==> config.mk <==
export PLATFORM = sky130hd
export DESIGN_NAME = vic_ctrl
export DESIGN_NICKNAME = d
export VERILOG_FILES = /design/src/logic/vic_pkg.sv /design/src/logic/vic_ctrl.sv /design/src/logic/vic_prox_timer.sv
export SDC_FILE = /design/constraint.sdc
export NUM_CORES = 1
export LEC_CHECK = 0
export ABC_AREA = 1
export BUFFER_PORTS_ARGS = -buffer_cell sky130_fd_sc_hd__buf_4
export CAP_MARGIN = 20
export CORE_MARGIN = 2
export CORE_UTILIZATION = 44
export CTS_CLUSTER_SIZE = 30
export DETAILED_ROUTE_END_ITERATION = 10
export PLACE_DENSITY = 0.68
export SLEW_MARGIN = 25
export SYNTH_ARGS = -nofsm -noshare
export SYNTH_HDL_FRONTEND = slang
export SYNTH_SLANG_ARGS = --single-unit
==> constraint.sdc <==
create_clock -name clk -period 50.6 [get_ports clk]
set_input_delay 0 -clock clk [delete_from_list [all_inputs] [get_ports clk]]
set_output_delay 0 -clock clk [all_outputs]
set_load 0.05 [all_outputs]
==> src/logic/vic_pkg.sv <==
// vic_pkg: register map, field positions and shared types of the interrupt controller.
// assumes a 32-bit axi4-lite register bus; every register is one aligned word.
package vic_pkg;

  // ----------------------------------------------------------------------
  // register offsets (byte addresses)
  // ----------------------------------------------------------------------
  localparam logic [7:0] VIC_OFS_CONTROL = 8'h00;
  localparam logic [7:0] VIC_OFS_STATUS  = 8'h04;
  localparam logic [7:0] VIC_OFS_RELOAD  = 8'h08;
  localparam logic [7:0] VIC_OFS_FLAGS   = 8'h0c;
  localparam logic [7:0] VIC_OFS_ENABLE  = 8'h10;
  localparam logic [7:0] VIC_OFS_PRIO_LO = 8'h14;
  localparam logic [7:0] VIC_OFS_PRIO_HI = 8'h18;
  localparam logic [7:0] VIC_OFS_IRQ_ST  = 8'h1c;
  localparam logic [7:0] VIC_OFS_IRQ_MSK = 8'h20;

  // ----------------------------------------------------------------------
  // field positions
  // ----------------------------------------------------------------------
  localparam int VIC_POS_SHADOW = 16;
  localparam int VIC_POS_MULTI_HANDLER_MODE   = 12;
  localparam int VIC_POS_THR    = 8;
  localparam int VIC_POS_EDGE   = 0;
  localparam int VIC_POS_LEVEL  = 8;
  localparam int VIC_POS_VEC    = 0;
  localparam int VIC_NUM_EXT    = 5;
  localparam int VIC_NUM_SRC    = 8;
  localparam logic [31:0] VIC_RESET_VAL = 32'h0000_0000;

  // axi responses
  localparam logic [1:0] VIC_RESP_OKAY   = 2'h0;
  localparam logic [1:0] VIC_RESP_SLVERR = 2'h2;

  // interrupt status bits of the controller itself
  localparam int VIC_EV_PRESENT = 0;
  localparam int VIC_EV_EXPIRE  = 1;
  localparam int VIC_NUM_EV     = 2;

  typedef struct packed {
    logic       shadow;
    logic       multi_handler_mode;
    logic [2:0] thr;
    logic [4:0] edge_pol;
  } vic_ctrl_t;

  typedef struct packed {
    logic       valid;
    logic [2:0] level;
    logic [1:0] sub;
    logic [5:0] vec;
  } vic_req_t;

endpackage

==> src/logic/vic_ctrl.sv <==
// vic_ctrl: control and status of a vectored interrupt controller, axi4-lite slave.
// assumes source requests come from logic on clk; external inputs are pins.
`timescale 1ns/1ps

module vic_ctrl
  import vic_pkg::*;
#(
  parameter int NUM_SRC = VIC_NUM_SRC
)
(
  input  wire logic               clk,
  input  wire logic               rst_b,
  input  wire logic [NUM_SRC-1:0] src_req,
  input  wire logic [4:0]         ext_pin,
  input  wire logic [7:0]         s_axi_awaddr,
  input  wire logic               s_axi_awvalid,
  output logic                    s_axi_awready,
  input  wire logic [31:0]        s_axi_wdata,
  input  wire logic [3:0]         s_axi_wstrb,
  input  wire logic               s_axi_wvalid,
  output logic                    s_axi_wready,
  output logic [1:0]              s_axi_bresp,
  output logic                    s_axi_bvalid,
  input  wire logic               s_axi_bready,
  input  wire logic [7:0]         s_axi_araddr,
  input  wire logic               s_axi_arvalid,
  output logic                    s_axi_arready,
  output logic [31:0]             s_axi_rdata,
  output logic [1:0]              s_axi_rresp,
  output logic                    s_axi_rvalid,
  input  wire logic               s_axi_rready,
  output logic                    cpu_irq,
  output logic [5:0]              cpu_vector,
  output logic [2:0]              cpu_level,
  output logic                    cpu_shadow,
  output logic                    irq
);

  localparam int NSRC = NUM_SRC + VIC_NUM_EXT;

  initial begin
    if (NUM_SRC < 1 || NUM_SRC > 8) $error("NUM_SRC must be 1..8");
  end

  // ----------------------------------------------------------------------
  // registers
  // ----------------------------------------------------------------------
  vic_ctrl_t       ctrl_q;
  logic [31:0]     reload_q;
  logic [12:0]     flags_q, flags_d;
  logic [12:0]     enable_q;
  logic [63:0]     prio_q;
  vic_req_t        pres_q;
  logic [VIC_NUM_EV-1:0] ev_st_q, ev_msk_q;
  logic [4:0]      ext_s1_q, ext_s2_q, ext_s3_q;
  logic            awpend_q, wpend_q, bvalid_q, rvalid_q;
  logic [7:0]      awaddr_q;
  logic [31:0]     wdata_q, rdata_q;
  logic [1:0]      bresp_q, rresp_q;
  logic            cpu_irq_q, irq_q;

  // ----------------------------------------------------------------------
  // external pin edge detect
  // ----------------------------------------------------------------------
  wire [4:0] rise_ev = ext_s2_q & ~ext_s3_q;
  wire [4:0] fall_ev = ~ext_s2_q & ext_s3_q;
  wire [4:0] ext_ev  = (rise_ev & ctrl_q.edge_pol) | (fall_ev & ~ctrl_q.edge_pol);

  always_ff @(posedge clk or negedge rst_b) begin
    if (!rst_b) begin
      ext_s1_q <= 5'h0;
      ext_s2_q <= 5'h0;
      ext_s3_q <= 5'h0;
    end else begin
      ext_s1_q <= ext_pin;
      ext_s2_q <= ext_s1_q;
      ext_s3_q <= ext_s2_q;
    end
  end

  // ----------------------------------------------------------------------
  // arbitration
  // ----------------------------------------------------------------------
  // the last external source's priority runs past bit 63; the missing bit reads zero
  function automatic logic [2:0] src_prio(input logic [63:0] p, input int i);
    logic [64:0] w;
    w = {1'b0, p};
    return w[i*5+2 +: 3];
  endfunction

  function automatic logic [1:0] src_sub(input logic [63:0] p, input int i);
    return p[i*5 +: 2];
  endfunction

  logic [12:0]   events;
  logic [12:0]   pend;
  vic_req_t      best;
  logic          tmr_busy, tmr_expire;
  wire           present;

  assign events = {ext_ev, {(8-NUM_SRC){1'b0}}, src_req} & {5'h1f, {(8-NUM_SRC){1'b0}}, {NUM_SRC{1'b1}}};

  always_comb begin
    pend = flags_q & enable_q;
    best = '0;
    for (int i = 0; i < 13; i++) begin
      // held-back levels wait while the proximity timer runs
      if (pend[i] && src_prio(prio_q, i) != 3'h0 &&
          !(tmr_busy && src_prio(prio_q, i) <= ctrl_q.thr)) begin
        if (!best.valid || src_prio(prio_q, i) > best.level ||
            (src_prio(prio_q, i) == best.level && src_sub(prio_q, i) > best.sub)) begin
          best.valid = 1'b1;
          best.level = src_prio(prio_q, i);
          best.sub   = src_sub(prio_q, i);
          best.vec   = ctrl_q.multi_handler_mode ? 6'(i) : 6'h0;
        end
      end
    end
  end

  assign present = best.valid && (!cpu_irq_q || best.vec != pres_q.vec || best.level != pres_q.level);

  vic_prox_timer u_timer (
    .clk        (clk),
    .rst_b      (rst_b),
    .thr        (ctrl_q.thr),
    .trig       (present),
    .trig_level (best.level),
    .reload     (reload_q),
    .busy       (tmr_busy),
    .expire     (tmr_expire)
  );

  // ----------------------------------------------------------------------
  // axi4-lite decode
  // ----------------------------------------------------------------------
  wire do_write = awpend_q && wpend_q && !bvalid_q;
  wire do_read  = s_axi_arvalid && !rvalid_q;
  wire wr_ctrl  = do_write && awaddr_q == VIC_OFS_CONTROL;
  wire wr_stat  = do_write && awaddr_q == VIC_OFS_STATUS;
  wire wr_rel   = do_write && awaddr_q == VIC_OFS_RELOAD;
  wire wr_flag  = do_write && awaddr_q == VIC_OFS_FLAGS;
  wire wr_en    = do_write && awaddr_q == VIC_OFS_ENABLE;
  wire wr_plo   = do_write && awaddr_q == VIC_OFS_PRIO_LO;
  wire wr_phi   = do_write && awaddr_q == VIC_OFS_PRIO_HI;
  wire wr_ist   = do_write && awaddr_q == VIC_OFS_IRQ_ST;
  wire wr_imsk  = do_write && awaddr_q == VIC_OFS_IRQ_MSK;
  wire wr_hit   = wr_ctrl | wr_stat | wr_rel | wr_flag | wr_en | wr_plo | wr_phi | wr_ist | wr_imsk;
  logic [3:0] s_axi_wstrb_q;
  wire [31:0] wmask = {{8{s_axi_wstrb_q[3]}}, {8{s_axi_wstrb_q[2]}}, {8{s_axi_wstrb_q[1]}}, {8{s_axi_wstrb_q[0]}}};

  function automatic logic [31:0] merge(input logic [31:0] old, input logic [31:0] nw, input logic [31:0] m);
    return (old & ~m) | (nw & m);
  endfunction

  wire [31:0] ctrl_word = {15'h0, ctrl_q.shadow, 3'h0, ctrl_q.multi_handler_mode, 1'b0, ctrl_q.thr, 3'h0, ctrl_q.edge_pol};
  wire [31:0] stat_word = {21'h0, pres_q.level, 2'h0, pres_q.vec};
  wire [31:0] ctrl_new  = merge(ctrl_word, wdata_q, wmask);
  wire [31:0] stat_new  = merge(stat_word, wdata_q, wmask);
  wire [31:0] en_new    = merge({19'h0, enable_q}, wdata_q, wmask);

  logic [31:0] rd_word;
  logic        rd_hit;
  always_comb begin
    rd_hit = 1'b1;
    case (s_axi_araddr)
      VIC_OFS_CONTROL: rd_word = ctrl_word;
      VIC_OFS_STATUS:  rd_word = stat_word;
      VIC_OFS_RELOAD:  rd_word = reload_q;
      VIC_OFS_FLAGS:   rd_word = {19'h0, flags_q};
      VIC_OFS_ENABLE:  rd_word = {19'h0, enable_q};
      VIC_OFS_PRIO_LO: rd_word = prio_q[31:0];
      VIC_OFS_PRIO_HI: rd_word = prio_q[63:32];
      VIC_OFS_IRQ_ST:  rd_word = {30'h0, ev_st_q};
      VIC_OFS_IRQ_MSK: rd_word = {30'h0, ev_msk_q};
      default: begin
        rd_word = 32'h0;
        rd_hit  = 1'b0;
      end
    endcase
  end

  // hardware set wins over a software clear in the same cycle
  assign flags_d = (wr_flag ? (flags_q & ~wdata_q[12:0]) : flags_q) | events;
  wire [1:0] ev_set = {tmr_expire, present};

  // ----------------------------------------------------------------------
  // bus channel state
  // ----------------------------------------------------------------------
  always_ff @(posedge clk or negedge rst_b) begin
    if (!rst_b) begin
      awpend_q <= 1'b0;
      wpend_q  <= 1'b0;
      awaddr_q <= 8'h0;
      wdata_q  <= 32'h0;
      s_axi_wstrb_q <= 4'h0;
      bvalid_q <= 1'b0;
      bresp_q  <= VIC_RESP_OKAY;
      rvalid_q <= 1'b0;
      rdata_q  <= 32'h0;
      rresp_q  <= VIC_RESP_OKAY;
    end else begin
      if (s_axi_awvalid && !awpend_q) begin
        awpend_q <= 1'b1;
        awaddr_q <= s_axi_awaddr;
      end
      if (s_axi_wvalid && !wpend_q) begin
        wpend_q       <= 1'b1;
        wdata_q       <= s_axi_wdata;
        s_axi_wstrb_q <= s_axi_wstrb;
      end
      if (do_write) begin
        awpend_q <= 1'b0;
        wpend_q  <= 1'b0;
        bvalid_q <= 1'b1;
        bresp_q  <= wr_hit ? VIC_RESP_OKAY : VIC_RESP_SLVERR;
      end else if (bvalid_q && s_axi_bready) begin
        bvalid_q <= 1'b0;
      end
      if (do_read) begin
        rvalid_q <= 1'b1;
        rdata_q  <= rd_word;
        rresp_q  <= rd_hit ? VIC_RESP_OKAY : VIC_RESP_SLVERR;
      end else if (rvalid_q && s_axi_rready) begin
        rvalid_q <= 1'b0;
      end
    end
  end

  // ----------------------------------------------------------------------
  // register state
  // ----------------------------------------------------------------------
  always_ff @(posedge clk or negedge rst_b) begin
    if (!rst_b) begin
      ctrl_q   <= '0;
      reload_q <= VIC_RESET_VAL;
      flags_q  <= 13'h0;
      enable_q <= 13'h0;
      prio_q   <= 64'h0;
      ev_st_q  <= '0;
      ev_msk_q <= '0;
    end else begin
      flags_q <= flags_d;
      ev_st_q <= (wr_ist ? (ev_st_q & ~wdata_q[1:0]) : ev_st_q) | ev_set;
      if (wr_ctrl) begin
        ctrl_q.shadow   <= ctrl_new[VIC_POS_SHADOW];
        ctrl_q.multi_handler_mode     <= ctrl_new[VIC_POS_MULTI_HANDLER_MODE];
        ctrl_q.thr      <= ctrl_new[VIC_POS_THR +: 3];
        ctrl_q.edge_pol <= ctrl_new[VIC_POS_EDGE +: 5];
      end
      if (wr_rel) reload_q <= merge(reload_q, wdata_q, wmask);
      if (wr_en) enable_q <= en_new[12:0];
      if (wr_plo) prio_q[31:0] <= merge(prio_q[31:0], wdata_q, wmask);
      if (wr_phi) prio_q[63:32] <= merge(prio_q[63:32], wdata_q, wmask);
      if (wr_imsk) ev_msk_q <= wdata_q[1:0];
    end
  end

  // ----------------------------------------------------------------------
  // presentation to the core
  // ----------------------------------------------------------------------
  always_ff @(posedge clk or negedge rst_b) begin
    if (!rst_b) begin
      pres_q     <= '0;
      cpu_irq_q  <= 1'b0;
      cpu_shadow <= 1'b0;
      irq_q      <= 1'b0;
    end else begin
      cpu_irq_q <= best.valid;
      irq_q     <= |(ev_st_q & ev_msk_q);
      if (present) begin
        pres_q     <= best;
        cpu_shadow <= !ctrl_q.multi_handler_mode && ctrl_q.shadow;
      end else if (wr_stat) begin
        pres_q.level <= stat_new[VIC_POS_LEVEL +: 3];
        pres_q.vec   <= stat_new[VIC_POS_VEC +: 6];
      end
    end
  end

  assign s_axi_awready = !awpend_q;
  assign s_axi_wready  = !wpend_q;
  assign s_axi_bvalid  = bvalid_q;
  assign s_axi_bresp   = bresp_q;
  assign s_axi_arready = !rvalid_q;
  assign s_axi_rvalid  = rvalid_q;
  assign s_axi_rdata   = rdata_q;
  assign s_axi_rresp   = rresp_q;
  assign cpu_irq       = cpu_irq_q;
  assign cpu_vector    = pres_q.vec;
  assign cpu_level     = pres_q.level;
  assign irq           = irq_q;

  // ----------------------------------------------------------------------
  // checks
  // ----------------------------------------------------------------------
  shadow_use_a: assert property (@(posedge clk) disable iff (!rst_b)
    (present && !ctrl_q.shadow) |=> !cpu_shadow) else $error("shadow set used while off");
  single_vec_a: assert property (@(posedge clk) disable iff (!rst_b)
    (present && !ctrl_q.multi_handler_mode) |=> cpu_vector == 6'h0) else $error("vector nonzero in single mode");
  edge_pick_a: assert property (@(posedge clk) disable iff (!rst_b)
    (rise_ev[0] && !ctrl_q.edge_pol[0]) |-> !ext_ev[0]) else $error("rising edge taken while falling");
  level_shown_a: assert property (@(posedge clk) disable iff (!rst_b)
    present |=> stat_word[10:8] == $past(best.level)) else $error("level not shown");
  vector_shown_a: assert property (@(posedge clk) disable iff (!rst_b)
    present |=> stat_word[5:0] == $past(best.vec)) else $error("vector not shown");
  reserved_zero_a: assert property (@(posedge clk) disable iff (!rst_b)
    ctrl_word[31:17] == 15'h0 && ctrl_word[15:13] == 3'h0 && stat_word[31:11] == 21'h0)
    else $error("reserved bits nonzero");
  flag_set_a: assert property (@(posedge clk) disable iff (!rst_b)
    events[0] |=> flags_q[0]) else $error("flag lost");
  hold_back_a: assert property (@(posedge clk) disable iff (!rst_b)
    (tmr_busy && best.valid) |-> best.level > ctrl_q.thr) else $error("held level presented");
  cover_multi_c: cover property (@(posedge clk) disable iff (!rst_b) present && ctrl_q.multi_handler_mode);
  cover_ext_c: cover property (@(posedge clk) disable iff (!rst_b) |ext_ev);
  cover_irq_c: cover property (@(posedge clk) disable iff (!rst_b) irq_q);

endmodule

==> src/logic/vic_prox_timer.sv <==
// vic_prox_timer: temporal proximity down-counter.
// assumes trigger and threshold come from logic on the same clock.
`timescale 1ns/1ps
module vic_prox_timer
  import vic_pkg::*;
(
  input  wire logic        clk,
  input  wire logic        rst_b,
  input  wire logic [2:0]  thr,
  input  wire logic        trig,
  input  wire logic [2:0]  trig_level,
  input  wire logic [31:0] reload,
  output logic             busy,
  output logic             expire
);

  logic [31:0] cnt_q;
  logic        busy_q;
  logic        expire_q;
  wire         starts;

  // ----------------------------------------------------------------------
  // start decode
  // ----------------------------------------------------------------------
  assign starts = trig && (thr != 3'h0) && (trig_level <= thr) && !busy_q;

  always_ff @(posedge clk or negedge rst_b) begin
    if (!rst_b) begin
      cnt_q    <= 32'h0;
      busy_q   <= 1'b0;
      expire_q <= 1'b0;
    end else begin
      expire_q <= 1'b0;
      if (starts) begin
        cnt_q  <= reload;
        busy_q <= (reload != 32'h0);
      end else if (busy_q) begin
        cnt_q <= cnt_q - 32'h1;
        if (cnt_q == 32'h1) begin
          busy_q   <= 1'b0;
          expire_q <= 1'b1;
        end
      end
    end
  end

  assign busy   = busy_q;
  assign expire = expire_q;

  disabled_thr_a: assert property (@(posedge clk) disable iff (!rst_b)
    (thr == 3'h0) |-> !starts) else $error("timer started while disabled");
  load_value_a: assert property (@(posedge clk) disable iff (!rst_b)
    starts |=> (cnt_q == $past(reload))) else $error("timer did not load reload");
  count_down_a: assert property (@(posedge clk) disable iff (!rst_b)
    (busy_q && !starts && cnt_q > 32'h1) |=> busy_q && cnt_q == $past(cnt_q) - 32'h1)
    else $error("timer did not count down");
  level_one_a: assert property (@(posedge clk) disable iff (!rst_b)
    (thr == 3'h1 && trig_level > 3'h1) |-> !starts) else $error("level above 1 started timer");
  cover_start_c: cover property (@(posedge clk) disable iff (!rst_b) starts);
  cover_expire_c: cover property (@(posedge clk) disable iff (!rst_b) expire_q);

endmodule

==> impl_metrics.yaml <==
power:
  p_sw_uw: 282
  intPower_uw: 480
  pwr-share-comb: 0.277
  seq_power_share: 0.395
  switching_share: 0.370
  power_frac_clock: 0.328
  p_per_area_nw_per_um2: 39.7
  power_leakage_nw: 9.56
  vdd_ir_drop_max_uv: 44.3
yosys:
  synth_top_cells_by_count: "nand2_1 (508), dfrtp_1 (279), inv_1 (248), o21ai_0 (248), nor2_1 (185)"
  yosysTopAreaCellShare: 0.437
  synth_enable_flop_cells: 0
  synth_area_um2: 16000
  synth_seq_area_share: 0.437
  synth_cell_types: 55
  yosys_warnings: 0
  synthCells: 2068
  ys_async_sr_fraction: 1.00
  ys_ff_latch: 279
  ys.flop_type: "dfrtp_1"
  synth_area_leaders: "dfrtp_1 (44%), nand2_1 (12%), o21ai_0 (7.8%)"
  synth_area_per_cell_um2: 7.72
  synth_most_common_cell: "nand2_1"
  yosysTopAreaCell: "dfrtp_1"
detailed_routing:
  postRouteWirelength_um: 56000
  drc: 0
  drtPass1Iterations: 6
  routedWlPerCell_um: 20.5
  antenna_left: 0
  drt_iter0_drc: 1446
  routed_via_density: 5.60
  via_count: 15300
place:
  place.gp.congestion: 0.976
  dp_hpwl_um: 41700
  io_buffers: 122
  dpl-instance-area_um2: 17300
timing:
  hold_viol_final: 19
  finalCritPeriodShare: 0.386
  grt_setup_unrepaired: "false"
  worst_slew_pin_slew_ns: 1.09
  holdWs_ns: -0.0130
  fin_tns_setup_ns: 0
  slew_headroom: 0.267
  setup_viol: 0
  final.min_clock_period_ns: 19.55
  maxSlewViolCount: 0
  fmax_ghz: 0.0511
  finClkSkew_ns: 0.0191
setup_path:
  cp.required_ns: 51.06
  path_max_fanout: 13
  critPathCaptureType: "flip-flop"
  crit_end: "u_timer.cnt_q[21]"
  cp.arrival_ns: 20.01
  timing.rr.end: "u_timer.cnt_q[21]"
  max_stage_delay_ns: 0.65
  r2r.worst_path.cells: 123
  r2r_slack_ns: 31.05
  cp-start-kind: "flip-flop"
  cpMaxStageDelayCell: "a31oi_1"
  crit_type: "flip-flop to flip-flop"
  cpMostUsedCell: "nand2_1"
clock_tree:
  cts.sinks: 279
  insertion_delay_ns: 0.54
  numCtsBuffers: 34
  post_cts_buffers: 0
  ctsRootBufferMaster: "clkbuf_16"
  clkTransAtPathRegs_ns: 0.06
  clockBufferDepth: 3
  cts_tree: "done"
  ctsResizeCount: 0
  cts_max_level: 2
  hold_buffers: 64
floorplanning:
  die_height_um: 194
  rows: 69
  io_pins: 125
  die-width_um: 194
  core_um2: 35700
  die_area_um2: 37800
  start_util: 0.448
global_routing:
  overflow: 0
  grt_util_all_layers: 0.297
  grt_pass1_wl_um: 86200
  grt_max_degree: 127
  grt_pass1_vias: 14600
  antenna_found_initial: 0
run_status:
  violations: "negative hold slack"
  status: "finished, violations left"
layout:
  layout-drive-gt1-share: 0.109
  area_growth_pct: 20.1
  design_area_um2: 19200
  finalNetCount: 2419
  nFillCells: 3306
min_path:
  min_path_type: "input port to async pin"
run:
  maxCapViolCount: 0
[layout make-up]
cell class | instances | area [um^2] | share of cell area
Sequential cell | 279 | 6980 | 0.364
Clock buffer | 46 | 987 | 0.0515
Inverter | 256 | 963 | 0.0502
Timing Repair Buffer | 202 | 1710 | 0.0893
Tap cell | 461 | 577 | 0.0301
Clock inverter | 16 | 166 | 0.00868
Antenna cell | 1 | 2.50 | 0.000130
Multi-Input combinational cell | 1476 | 7790 | 0.406
[critical path, delay by kind of cell (launching register included)]
kind	cells	cell delay, ns
compound gates	29	6.02
simple gates	64	7.31
flops	1	0.38
buf+inv	16	1.28
fa+ha+maj	14	4.51
[layer usage]
metal | vias to the layer above | wire, um | GRT usage | part of all wire
met5 | - | 0 | 0 | 0
met4 | 0 | 2650 | 0.125 | 0.047
met3 | 150 | 4530 | 0.0552 | 0.081
li1 | 7236 | - | - | -
met2 | 714 | 25000 | 0.466 | 0.45
met1 | 7228 | 23900 | 0.403 | 0.43
[through the flow]
stage           util  std cells  setup slack, ns  hold WS, ns  power, mW
2_1_floorplan      -       2069            33.99       -0.296      0.425
3_3_place_gp   0.486       2608            31.33        0.110      0.500
3_5_place_dp   0.486       2608            31.00        0.111      0.506
4_1_cts        0.536       2734            30.91       0.0118      0.761
5_1_grt        0.538       2736            28.99       0.0436      0.803
6_report       0.538       2737            31.05      -0.0130      0.762
[power groups by stage]
stage / logic [mW] / clock network [mW] / registers (mW)
after global routing: 0.236 / 0.262 / 0.304
after detailed placement: 0.203 / 0 / 0.302
after CTS: 0.208 / 0.254 / 0.299
after global placement: 0.198 / 0 / 0.302
final: 0.211 / 0.250 / 0.301
after floorplan: 0.134 / 0 / 0.291
[cell usage in the layout (no fill, tap or decap), types with 12 or more instances in the layout]
master,netlist,final
o22ai_1,27,27
clkbuf_16,0,35
nor2_1,185,183
o21bai_1,12,12
a221oi_1,15,15
nand4_1,21,21
nand2_2,11,13
nor4_1,14,13
buf_4,2,134
o211ai_1,17,17
nand3_1,97,97
o21ai_0,248,248
a21oi_1,105,105
nor3_1,26,26
dlygate4sd3_1,0,64
ha_1,98,98
inv_1,248,248
dfrtp_1,279,279
nand2_1,508,506
[kinds of logic (layout without fill, tap and decap cells)]
family          count (synthesis)  count (layout)  synth area share
simple gates                  894             894             0.236
compound gates                461             461             0.161
other cells                     1               3          0.000235
buf+inv                       314             520            0.0761
mux                             4               4           0.00282
flops                         279             279             0.437
fa+ha+maj                      98              98            0.0768
xor+xnor                       17              17           0.00933
[worst min-delay path by stage]
| stage | end | slack (ns) | cells after the start |
|---|---|---|---|
| 2_1_floorplan | async pin | -0.30 | 0 |
| 3_3_place_gp | ext_s1_q[0] | 0.11 | 1 |
| 3_5_place_dp | ext_s1_q[4] | 0.11 | 1 |
| 4_1_cts | awpend_q | 0.01 | 3 |
| 5_1_grt | awaddr_q[0] | 0.04 | 2 |
| 6_report | awaddr_q[1] | -0.01 | 2 |
(Power assumes the default switching activity.)
